--- src/wdr_pkg.sv ---
package wdr_pkg;

  // ****************************************
  // Register byte offsets
  // ****************************************
  localparam logic [7:0] OFS_OP        = 8'h00;
  localparam logic [7:0] OFS_STATUS    = 8'h04;
  localparam logic [7:0] OFS_COUNT     = 8'h08;
  localparam logic [7:0] OFS_CLOCK     = 8'h0C;
  localparam logic [7:0] OFS_TIMER2    = 8'h10;
  localparam logic [7:0] OFS_TIMER3    = 8'h14;
  localparam logic [7:0] OFS_TIMER_AUX = 8'h18;
  localparam logic [7:0] OFS_KEYON     = 8'h1C;
  localparam logic [7:0] OFS_PULLUP    = 8'h20;
  localparam logic [7:0] OFS_PORT      = 8'h24;
  localparam logic [7:0] OFS_IRQ_EN    = 8'h28;

  // ****************************************
  // Operation codes in the op register
  // ****************************************
  localparam logic [2:0] OP_OTHER     = 3'h0;
  localparam logic [2:0] OP_CLEAR     = 3'h1;
  localparam logic [2:0] OP_DIS_PREP  = 3'h2;
  localparam logic [2:0] OP_SW_RESET  = 3'h3;
  localparam logic [2:0] OP_BACKUP    = 3'h4;

  // ****************************************
  // Status field positions
  // ****************************************
  localparam int ST_ENABLE    = 0;
  localparam int ST_UNDERFLOW = 1;
  localparam int ST_WD_RESET  = 2;
  localparam int ST_POWERDOWN = 3;
  localparam int ST_SKIP      = 4;
  localparam int ST_SYS_RESET = 5;
  localparam int ST_BACKUP    = 6;

  // ****************************************
  // Reset values and timing
  // ****************************************
  localparam logic [15:0] WD_LOAD      = 16'hFFFF;
  localparam logic [3:0]  RST_ZERO4    = 4'h0;
  localparam logic [3:0]  RST_CLOCK    = 4'hF;
  localparam logic [3:0]  PIN_LOW_MC   = 4'h1;
  localparam int          MC_DIV       = 4;

endpackage : wdr_pkg

--- src/wdr_sync2.sv ---
`timescale 1ns/1ns
`default_nettype none
module wdr_sync2 #(
  parameter int W = 1
) (
  // Clock and reset
  input  wire logic         clk,
  input  wire logic         rst,
  // Data
  input  wire logic [W-1:0] d,
  input  wire logic [W-1:0] rst_val,
  output var  logic [W-1:0] q
);

  logic [W-1:0] meta_q;

  // ****************************************
  // Two flip-flop synchroniser
  // ****************************************
  always_ff @(posedge clk or posedge rst) begin
    if (rst) begin
      meta_q <= '0;
      q      <= '0;
    end else begin
      meta_q <= d ^ rst_val;
      q      <= meta_q ^ rst_val;
    end
  end

endmodule : wdr_sync2
`default_nettype wire

--- src/wdr_down_counter.sv ---
`timescale 1ns/1ns
`default_nettype none
module wdr_down_counter (
  // Clock and reset
  input  wire logic        clk,
  input  wire logic        rst,
  // Control
  input  wire logic        load,
  input  wire logic        tick,
  // Result
  output var  logic [15:0] count_q,
  output var  logic        underflow
);

  // ****************************************
  // Down counter
  // ****************************************
  assign underflow = tick && !load && (count_q == 16'h0000);

  always_ff @(posedge clk or posedge rst) begin
    if (rst) begin
      count_q <= wdr_pkg::WD_LOAD;
    end else if (load || underflow) begin
      // [RULE22] Reload on underflow
      count_q <= wdr_pkg::WD_LOAD;
    end else if (tick) begin
      // [RULE1] Count once per tick
      count_q <= count_q - 16'h0001;
    end
  end

endmodule : wdr_down_counter
`default_nettype wire

--- src/wdr_watchdog_reset.sv ---
// Summary of operation
// [RULE1] 16-bit counter from FFFF, one per cycle
// [RULE2] Underflow past zero sets underflow flag
// [RULE3] Second underflow unflagged sets reset, pin low
// [RULE4] Software clears within 65534 cycles
// [RULE5] Enable flag one makes expiry reset
// [RULE6] Prepare then clear disables watchdog
// [RULE7] Enable set by reset and backup
// [RULE8] Clear with flag set clears, skips
// [RULE9] Clear with flag clear, no skip
// [RULE10] Skip works while watchdog disabled
// [RULE11] Prepare alone keeps watchdog running
// [RULE12] Backup entry reinitialises flag and counter
// [RULE13] Software clears and nops before backup
// [RULE14] Five reset sources cause system reset
// [RULE15] Pin high restarts at page zero
// [RULE16] External low for one cycle minimum
// [RULE17] Software reset drives pin low
// [RULE18] Reset: latches one, ports float, pin low
// [RULE19] Reset: address zero, interrupts off
// [RULE20] Reset: control zeros, clock register ones
// [RULE21] Power-down flag marks warm start
// [RULE22] Underflow reloads counter automatically
//
// Added by the designer: the placing of the registers and the APB interface to the registers.
`timescale 1ns/1ns
`default_nettype none
module wdr_watchdog_reset #(
  parameter int PORT_W = 4,
  parameter int MC_DIV = wdr_pkg::MC_DIV
) (
  // Clock and reset
  input  wire logic              clk,
  input  wire logic              rst,
  // APB slave
  input  wire logic              psel,
  input  wire logic              penable,
  input  wire logic              pwrite,
  input  wire logic [7:0]        paddr,
  input  wire logic [31:0]       pwdata,
  output var  logic [31:0]       prdata,
  output var  logic              pready,
  output var  logic              pslverr,
  // Reset pin, open drain
  input  wire logic              reset_pin_i,
  output var  logic              reset_pin_o,
  output var  logic              reset_pin_oe,
  // Detectors and wakeup
  input  wire logic              power_on_det,
  input  wire logic              voltage_drop_det,
  input  wire logic              wakeup_pin,
  // Timer output source
  input  wire logic              pwm_src,
  // System outputs
  output var  logic              sys_reset_q,
  output var  logic              restart_q,
  output var  logic [1:0]        pc_page_q,
  output var  logic [5:0]        pc_addr_q,
  output var  logic              global_irq_enable,
  output var  logic [PORT_W-1:0] port_latch_q,
  output var  logic              port_drive_q,
  output var  logic              pullup_active_q,
  output var  logic              counter_pwm_pin,
  output var  logic [3:0]        clock_control_reg,
  output var  logic [3:0]        timer2_control_reg,
  output var  logic [3:0]        timer3_control_reg,
  output var  logic [3:0]        timer_aux_control_reg
);

  // ****************************************
  // Declarations
  // ****************************************
  logic [15:0] wd_down_counter;
  logic        wd_underflow;
  logic        wd_enable_flag;
  logic        wd_underflow_flag;
  logic        wd_reset_flag;
  logic        power_down_q;
  logic        skip_q;
  logic        prep_armed_q;
  logic        backup_q;
  logic [3:0]  keyon_q;
  logic [3:0]  pullup_q;
  logic [7:0]  div_q;
  logic        tick_q;
  logic [3:0]  drive_cnt_q;
  logic        pin_low;
  logic        por_s;
  logic        vdrop_s;
  logic        wake_s;
  logic        sys_reset_d;
  logic        wr_en;
  logic        rd_en;
  logic [2:0]  op;
  logic        op_valid;
  logic        wd_clear_skip_op;
  logic        wd_disable_prepare_op;
  logic        software_reset_op;
  logic        backup_op;
  logic        wd_expire;
  logic        sys_release;
  logic        counter_load;
  logic        pin_sync_hi;

  // ****************************************
  // Address decode
  // ****************************************
  function automatic logic mapped(input logic [7:0] a);
    mapped = (a == wdr_pkg::OFS_OP) || (a == wdr_pkg::OFS_STATUS) ||
             (a == wdr_pkg::OFS_COUNT) || (a == wdr_pkg::OFS_CLOCK) ||
             (a == wdr_pkg::OFS_TIMER2) || (a == wdr_pkg::OFS_TIMER3) ||
             (a == wdr_pkg::OFS_TIMER_AUX) || (a == wdr_pkg::OFS_KEYON) ||
             (a == wdr_pkg::OFS_PULLUP) || (a == wdr_pkg::OFS_PORT) ||
             (a == wdr_pkg::OFS_IRQ_EN);
  endfunction : mapped

  function automatic logic wr_hit(input logic en, input logic [7:0] a,
                                  input logic [7:0] ofs);
    wr_hit = en && (a == ofs);
  endfunction : wr_hit

  // ****************************************
  // Input synchronisers
  // ****************************************
  wdr_sync2 #(.W(4)) u_sync (
    .clk     (clk),
    .rst     (rst),
    .d       ({reset_pin_i, power_on_det, voltage_drop_det, wakeup_pin}),
    .rst_val (4'b1000),
    .q       ({pin_sync_hi, por_s, vdrop_s, wake_s})
  );

  assign pin_low = !pin_sync_hi;

  // ****************************************
  // Machine cycle divider
  // ****************************************
  always_ff @(posedge clk or posedge rst) begin
    if (rst) begin
      div_q  <= 8'h00;
      tick_q <= 1'b0;
    end else if (div_q == 8'(MC_DIV - 1)) begin
      div_q  <= 8'h00;
      tick_q <= 1'b1;
    end else begin
      div_q  <= div_q + 8'h01;
      tick_q <= 1'b0;
    end
  end

  // ****************************************
  // APB access
  // ****************************************
  assign wr_en = psel && penable && pready && pwrite && !pslverr;
  assign rd_en = psel && penable && !pready;
  assign op    = pwdata[2:0];
  assign op_valid = wr_hit(wr_en, paddr, wdr_pkg::OFS_OP) && !sys_reset_q && !backup_q;

  assign wd_clear_skip_op      = op_valid && (op == wdr_pkg::OP_CLEAR);
  assign wd_disable_prepare_op = op_valid && (op == wdr_pkg::OP_DIS_PREP);
  assign software_reset_op     = op_valid && (op == wdr_pkg::OP_SW_RESET);
  assign backup_op             = op_valid && (op == wdr_pkg::OP_BACKUP);

  always_ff @(posedge clk or posedge rst) begin
    if (rst) begin
      pready  <= 1'b0;
      pslverr <= 1'b0;
    end else if (psel && penable && !pready) begin
      pready  <= 1'b1;
      pslverr <= !mapped(paddr);
    end else begin
      pready  <= 1'b0;
      pslverr <= 1'b0;
    end
  end

  always_ff @(posedge clk or posedge rst) begin
    if (rst) begin
      prdata <= 32'h0000_0000;
    end else if (rd_en) begin
      unique case (paddr)
        wdr_pkg::OFS_STATUS: begin
          prdata <= {25'h000_0000, backup_q, sys_reset_q, skip_q, power_down_q,
                     wd_reset_flag, wd_underflow_flag, wd_enable_flag};
        end
        wdr_pkg::OFS_COUNT:     prdata <= {16'h0000, wd_down_counter};
        wdr_pkg::OFS_CLOCK:     prdata <= {28'h000_0000, clock_control_reg};
        wdr_pkg::OFS_TIMER2:    prdata <= {28'h000_0000, timer2_control_reg};
        wdr_pkg::OFS_TIMER3:    prdata <= {28'h000_0000, timer3_control_reg};
        wdr_pkg::OFS_TIMER_AUX: prdata <= {28'h000_0000, timer_aux_control_reg};
        wdr_pkg::OFS_KEYON:     prdata <= {28'h000_0000, keyon_q};
        wdr_pkg::OFS_PULLUP:    prdata <= {28'h000_0000, pullup_q};
        wdr_pkg::OFS_PORT:      prdata <= 32'(port_latch_q);
        wdr_pkg::OFS_IRQ_EN:    prdata <= {31'h0000_0000, global_irq_enable};
        default:                prdata <= 32'h0000_0000;
      endcase
    end
  end

  // ****************************************
  // Watchdog counter
  // ****************************************
  // [RULE12] Backup reinitialises counter
  assign counter_load = sys_reset_q || backup_q || backup_op;

  // [RULE1] Count from machine cycle
  wdr_down_counter u_counter (
    .clk       (clk),
    .rst       (rst),
    .load      (counter_load),
    .tick      (tick_q),
    .count_q   (wd_down_counter),
    .underflow (wd_underflow)
  );

  // ****************************************
  // Watchdog flags
  // ****************************************
  // [RULE3] Expiry on second underflow
  // [RULE5] Only while enabled
  assign wd_expire = wd_underflow && wd_underflow_flag && wd_enable_flag &&
                     !wd_clear_skip_op;

  always_ff @(posedge clk or posedge rst) begin
    if (rst) begin
      wd_underflow_flag <= 1'b0;
    end else if (sys_reset_q || backup_q || backup_op) begin
      // [RULE12] Backup clears flag
      wd_underflow_flag <= 1'b0;
    end else if (wd_underflow) begin
      // [RULE2] Underflow sets flag
      wd_underflow_flag <= 1'b1;
    end else if (wd_clear_skip_op) begin
      // [RULE8] Clear flag
      wd_underflow_flag <= 1'b0;
    end
  end

  // [RULE8] Skip when flag set
  // [RULE9] No skip when clear
  // [RULE10] Independent of enable
  always_ff @(posedge clk or posedge rst) begin
    if (rst) begin
      skip_q <= 1'b0;
    end else if (sys_reset_q) begin
      skip_q <= 1'b0;
    end else if (wd_clear_skip_op) begin
      skip_q <= wd_underflow_flag;
    end
  end

  // [RULE11] Armed only for next op
  always_ff @(posedge clk or posedge rst) begin
    if (rst) begin
      prep_armed_q <= 1'b0;
    end else if (sys_reset_q) begin
      prep_armed_q <= 1'b0;
    end else if (op_valid) begin
      prep_armed_q <= wd_disable_prepare_op;
    end
  end

  always_ff @(posedge clk or posedge rst) begin
    if (rst) begin
      wd_enable_flag <= 1'b1;
    end else if (sys_reset_q || backup_q || backup_op) begin
      // [RULE7] Enable on reset and backup
      wd_enable_flag <= 1'b1;
    end else if (wd_clear_skip_op && prep_armed_q) begin
      // [RULE6] Prepare then clear disables
      wd_enable_flag <= 1'b0;
    end
  end

  always_ff @(posedge clk or posedge rst) begin
    if (rst) begin
      wd_reset_flag <= 1'b0;
    end else if (wd_expire) begin
      // [RULE3] Reset flag on expiry
      wd_reset_flag <= 1'b1;
    end else if (por_s) begin
      wd_reset_flag <= 1'b0;
    end else if (wr_hit(wr_en, paddr, wdr_pkg::OFS_STATUS) &&
                 pwdata[wdr_pkg::ST_WD_RESET]) begin
      wd_reset_flag <= 1'b0;
    end
  end

  // ****************************************
  // Reset pin drive
  // ****************************************
  always_ff @(posedge clk or posedge rst) begin
    if (rst) begin
      drive_cnt_q <= 4'h0;
    end else if (wd_expire || software_reset_op) begin
      // [RULE17] Software reset drives pin
      // [RULE3] Expiry drives pin
      drive_cnt_q <= wdr_pkg::PIN_LOW_MC;
    end else if (tick_q && drive_cnt_q != 4'h0) begin
      drive_cnt_q <= drive_cnt_q - 4'h1;
    end
  end

  always_ff @(posedge clk or posedge rst) begin
    if (rst) begin
      reset_pin_oe <= 1'b0;
      reset_pin_o  <= 1'b0;
    end else begin
      reset_pin_oe <= (wd_expire || software_reset_op || drive_cnt_q != 4'h0);
      reset_pin_o  <= 1'b0;
    end
  end

  // ****************************************
  // System reset collection
  // ****************************************
  // [RULE14] Five reset sources
  assign sys_reset_d = pin_low || software_reset_op || wd_expire || por_s ||
                       vdrop_s || reset_pin_oe || drive_cnt_q != 4'h0;
  assign sys_release = sys_reset_q && !sys_reset_d;

  always_ff @(posedge clk or posedge rst) begin
    if (rst) begin
      sys_reset_q <= 1'b1;
    end else begin
      sys_reset_q <= sys_reset_d;
    end
  end

  // ****************************************
  // Backup mode and restart
  // ****************************************
  always_ff @(posedge clk or posedge rst) begin
    if (rst) begin
      backup_q <= 1'b0;
    end else if (sys_reset_q) begin
      backup_q <= 1'b0;
    end else if (backup_op) begin
      backup_q <= 1'b1;
    end else if (wake_s) begin
      backup_q <= 1'b0;
    end
  end

  always_ff @(posedge clk or posedge rst) begin
    if (rst) begin
      power_down_q <= 1'b0;
    end else if (sys_reset_q) begin
      // [RULE21] Cold reset clears flag
      power_down_q <= 1'b0;
    end else if (backup_q && wake_s) begin
      // [RULE21] Warm start sets flag
      power_down_q <= 1'b1;
    end
  end

  always_ff @(posedge clk or posedge rst) begin
    if (rst) begin
      restart_q <= 1'b0;
      pc_page_q <= 2'h0;
      pc_addr_q <= 6'h00;
    end else begin
      // [RULE15] Restart at page zero
      // [RULE19] Program counter zeroed
      restart_q <= sys_release || (backup_q && wake_s && !sys_reset_q);
      if (sys_reset_q || backup_q) begin
        pc_page_q <= 2'h0;
        pc_addr_q <= 6'h00;
      end
    end
  end

  // ****************************************
  // Control registers
  // ****************************************
  always_ff @(posedge clk or posedge rst) begin
    if (rst) begin
      global_irq_enable <= 1'b0;
    end else if (sys_reset_q || backup_q) begin
      // [RULE19] Interrupts disabled
      global_irq_enable <= 1'b0;
    end else if (wr_hit(wr_en, paddr, wdr_pkg::OFS_IRQ_EN)) begin
      global_irq_enable <= pwdata[0];
    end
  end

  always_ff @(posedge clk or posedge rst) begin
    if (rst) begin
      clock_control_reg  <= wdr_pkg::RST_CLOCK;
      timer3_control_reg <= wdr_pkg::RST_ZERO4;
    end else if (sys_reset_q || backup_q) begin
      // [RULE20] Clock ones, timer3 stopped
      clock_control_reg  <= wdr_pkg::RST_CLOCK;
      timer3_control_reg <= wdr_pkg::RST_ZERO4;
    end else begin
      if (wr_hit(wr_en, paddr, wdr_pkg::OFS_CLOCK)) begin
        clock_control_reg <= pwdata[3:0];
      end
      if (wr_hit(wr_en, paddr, wdr_pkg::OFS_TIMER3)) begin
        timer3_control_reg <= pwdata[3:0];
      end
    end
  end

  always_ff @(posedge clk or posedge rst) begin
    if (rst) begin
      timer2_control_reg    <= wdr_pkg::RST_ZERO4;
      timer_aux_control_reg <= wdr_pkg::RST_ZERO4;
      keyon_q               <= wdr_pkg::RST_ZERO4;
      pullup_q              <= wdr_pkg::RST_ZERO4;
    end else if (sys_reset_q) begin
      // [RULE20] Control registers zeroed
      timer2_control_reg    <= wdr_pkg::RST_ZERO4;
      timer_aux_control_reg <= wdr_pkg::RST_ZERO4;
      keyon_q               <= wdr_pkg::RST_ZERO4;
      pullup_q              <= wdr_pkg::RST_ZERO4;
    end else begin
      if (wr_hit(wr_en, paddr, wdr_pkg::OFS_TIMER2)) begin
        timer2_control_reg <= pwdata[3:0];
      end
      if (wr_hit(wr_en, paddr, wdr_pkg::OFS_TIMER_AUX)) begin
        timer_aux_control_reg <= pwdata[3:0];
      end
      if (wr_hit(wr_en, paddr, wdr_pkg::OFS_KEYON)) begin
        keyon_q <= pwdata[3:0];
      end
      if (wr_hit(wr_en, paddr, wdr_pkg::OFS_PULLUP)) begin
        pullup_q <= pwdata[3:0];
      end
    end
  end

  // ****************************************
  // Port state
  // ****************************************
  always_ff @(posedge clk or posedge rst) begin
    if (rst) begin
      port_latch_q    <= '1;
      port_drive_q    <= 1'b0;
      pullup_active_q <= 1'b0;
      counter_pwm_pin <= 1'b0;
    end else if (sys_reset_q) begin
      // [RULE18] Latches one, ports float
      port_latch_q    <= '1;
      port_drive_q    <= 1'b0;
      pullup_active_q <= 1'b0;
      counter_pwm_pin <= 1'b0;
    end else begin
      if (wr_hit(wr_en, paddr, wdr_pkg::OFS_PORT)) begin
        port_latch_q <= pwdata[PORT_W-1:0];
        port_drive_q <= 1'b1;
      end
      pullup_active_q <= |pullup_q;
      // [RULE18] Pin low in backup
      counter_pwm_pin <= pwm_src && !backup_q;
    end
  end

endmodule : wdr_watchdog_reset
`default_nettype wire

--- config.mk ---
export PLATFORM = sky130hd
export DESIGN_NAME = wdr_watchdog_reset
export DESIGN_NICKNAME = d
export VERILOG_FILES = /design/src/wdr_pkg.sv /design/src/wdr_sync2.sv /design/src/wdr_down_counter.sv /design/src/wdr_watchdog_reset.sv
export SDC_FILE = /design/constraint.sdc
export NUM_CORES = 1
export LEC_CHECK = 0
export ABC_AREA = 1
export ABC_CLOCK_PERIOD_IN_PS = 6250
export BUFFER_PORTS_ARGS = -buffer_cell sky130_fd_sc_hd__buf_2
export CELL_PAD_IN_SITES_DETAIL_PLACEMENT = 1
export CELL_PAD_IN_SITES_GLOBAL_PLACEMENT = 1
export CORE_MARGIN = 1.5
export CORE_UTILIZATION = 43
export CTS_CLUSTER_DIAMETER = 30
export DETAILED_ROUTE_END_ITERATION = 10
export HOLD_SLACK_MARGIN = 0.08
export PLACE_DENSITY_LB_ADDON = 0.1
export REMOVE_ABC_BUFFERS = 1
export SLEW_MARGIN = 20
export SYNTH_ARGS = -nofsm -noshare
export SYNTH_HDL_FRONTEND = slang
export SYNTH_HIERARCHICAL = 1
export SYNTH_SLANG_ARGS = --single-unit
--- constraint.sdc ---
create_clock -name clk -period 6.25 [get_ports clk]
set_clock_uncertainty 0.05 [all_clocks]
set_input_delay 0.9375 -clock clk [delete_from_list [all_inputs] [get_ports clk]]
set_output_delay 0.9375 -clock clk [all_outputs]
set_load 0.03 [all_outputs]
==> impl_results.md <==
- First-pass GRT wire length: 23200 µm
- FF+latch count, synth: 97
- Total GRT Usage: 0.228
- Setup TNS: 0 ns
- Critical Path RT: 6.48 ns
- Hold_buf cts: 0
- Clock root buffer: clkbuf_16
- Origin of the critical flop-to-flop path: sys_reset_q
- Nets: 783
- Placed insts: 886
- PwrDens: 212 nW/µm²
- CP startpoint: sys_reset_q
- Synth Cell Area: 5340 µm²
- CP endpoint kind: register
- Crit path cell chain: inv_2 -> nand2_2 -> nor2_4 -> nand3_1 -> nand2_1 -> inv_2 -> nand3_1 -> nor4_1 -> inv_1 -> nor2_1 -> nand2_4 -> nand2_2 -> inv_2 -> nand3_2
- Top Registers: prdata: 16 flops, u_counter/count_q: 16 flops, div_q: 8 flops
- Asr flop ratio synth: 1.00
- Period utilisation layout: 0.473
- Slowest-stage cell, CP: dfstp_2
- # setup viols final: 0
- Crit Path Class: reg2reg
- Largest net degree at the start of global routing: 72
- DR vias/cell: 4.99
- Multiplexer area fraction after synthesis: 0
- RSZ-0062 raised after global routing: false
- Outcome: finished, final reports clean
- Post-Synth XOR/XNOR Area: 0.0115
- HP Class: in2async
- Post-Route WL: 13800 µm
- DRT antenna net count: 0
- Setup WS post-layout: 3.30 ns
- Critical Path AT: 3.19 ns
- Max Cap Violations: 0
- Initial antenna violation count: 0
- Most frequent cells in the layout: nand2_1, dfrtp_1, nand3_1
- Non-Filler Instances: 902
- Most common cell after layout, fill and taps aside: nand2_1
- Worst-margin pin slew: 0.924 ns
- Boundary Pins: 120
- Slew HR: 0.384
- Initial Util: 0.443
- Die footprint: 13100 µm²
- Die width: 114 µm
- Synth cell types: 43
- WHS: 0.409 ns
- Placement Setup Slack: 3.23 ns
- Reg2Reg Depth: 14
- TritonCTS clock tree: done
- Reg2Reg Setup Slack: 3.30 ns
- Drt initial violations: 253
- Top cell by count, worst path: inv_2
- Critical Path Source Type: register
- Clock Pin Slew Worst Setup and Hold Paths: 0.07 ns
- Final Hold Vio Count: 0
- Crit path largest cell delay: 0.80 ns
- Remaining DRCs: 0
- Post-synth EDFFs: 0
- Core ar.: 12100 µm²
- Combinational family with the most area after synthesis: simple AND/OR/NAND/NOR gates
- Top_reg_cell synth: dfrtp_1
- Crit Reg-Reg Endpoint: drive_cnt_q[0]
- Detailed Routing Iterations Pass 1: 4
- Clk buf depth: 2
- Crit path to: drive_cnt_q[0]
- Vias in the first global route: 4752
- Compound-gate portion of the synthesized area: 0.0621
- Maximum VDD drop: 0.000124 V
- Worst-Skew Late Latency: 0.35 ns
- Layout cell share with drive strength beyond 1: 0.255
- Worst-path maximum fanout: 15
- Leak: 3.09 nW
- Total global routing overflow: 0
- Routability cong.: 0.857
- Resized Gates After CTS: 0
- Ant. Diodes: 0
- Fillers: 1530
- Synth Area in Adders: 0.00937
- Setup Buffers After CTS: 0
- Final Max Tran Viols: 0
- FMAX: 338 MHz
- Die height: 114 µm
- Register area share after synthesis: 0.460
- Clock sinks: 97
- Fin crit period: 2.95 ns
- Synthesis warning total: 6
- Cell Rows: 40
- Routed WL per cell: 15.3 µm
- Syn_area_per_cell: 8.21 µm²
- Dpl hpwl: 10400 µm
- Syn Inst Count: 651
- Post-Synth Simple-Gate Area: 0.352
- I/O Buffers: 66
- Vias: 4498
- H-Tree Depth: 3
- Area Overhead vs Synth: 13.2%
- Fin util: 0.501
- CTS Buf Count: 9
-- layout make-up --
| type | instances | area, µm² | area share |
|---|---|---|---|
| Timing Repair Buffer | 67 | 338 | 0.0559 |
| Tap cell | 168 | 210 | 0.0348 |
| Clock buffer | 14 | 254 | 0.0420 |
| Multi-Input combinational cell | 478 | 2460 | 0.407 |
| Sequential cell | 97 | 2460 | 0.407 |
| Inverter | 76 | 288 | 0.0476 |
| Clock inverter | 2 | 37.5 | 0.00621 |
-- synthesized netlist by cell type, types with 9 or more instances --
master	count	area, µm²
o21ai_0	26	130
inv_1	61	229
nor2_1	51	191
nand2_2	13	81.3
nand3_1	70	350
buf_4	27	203
nand3_2	13	130
nand2_1	175	657
inv_2	13	48.8
nor2_2	14	87.6
nor2_4	9	101
dfrtp_1	71	1780
dfstp_2	26	683
o21ai_1	9	45.0
-- report_power, final --
group          internal [mW]  total, mW  switching (mW)  leakage [nW]
clock                  0.322      0.558           0.236         0.137
combinational         0.0153     0.0848          0.0695          1.72
sequential             0.635      0.637         0.00286          1.23
-- critical path: cells and delay by family, from the launching register on --
kind | cells | cell delay [ns]
buffers and inverters | 4 | 0.51
flip-flops | 1 | 0.80
AND/OR/NAND/NOR | 10 | 1.52
-- kinds of logic (layout without fill, tap and decap cells) --
logic type,after synthesis,count (layout)
buffers and inverters,111,159
other,2,37
XOR/XNOR,7,7
flip-flops,97,97
AO/OA/AOI/OAI,53,53
adder cells (fa/ha/maj),4,4
AND/OR/NAND/NOR,377,377
-- routing by layer --
layer  share of wire  GRT usage  vias to the layer above
li1                -          -                     2165
met1            0.48      0.311                     2228
met2            0.48      0.375                       88
met3           0.029     0.0302                       17
met4           0.015     0.0783                        0
met5               0          0                        -
-- metrics by stage --
step | power (mW) | area [µm²]
after floorplan | 0.709 | 5210
after global placement | 0.731 | 5760
after detailed placement | 0.734 | 5760
after CTS | 1.29 | 6050
after global routing | 1.33 | 6050
final | 1.28 | 6050
-- worst min-delay path by stage --
stage / slack (ns) / end / from
final: 0.41 / restart_q / rst
after global routing: 0.41 / restart_q / rst
after CTS: 0.40 / restart_q / rst
after detailed placement: 0.41 / div_q[0] / div_q[0]
after global placement: 0.40 / div_q[0] / div_q[0]
after floorplan: 0.37 / backup_q / u_sync/q[0]
Power figures use the tool's default switching activity.
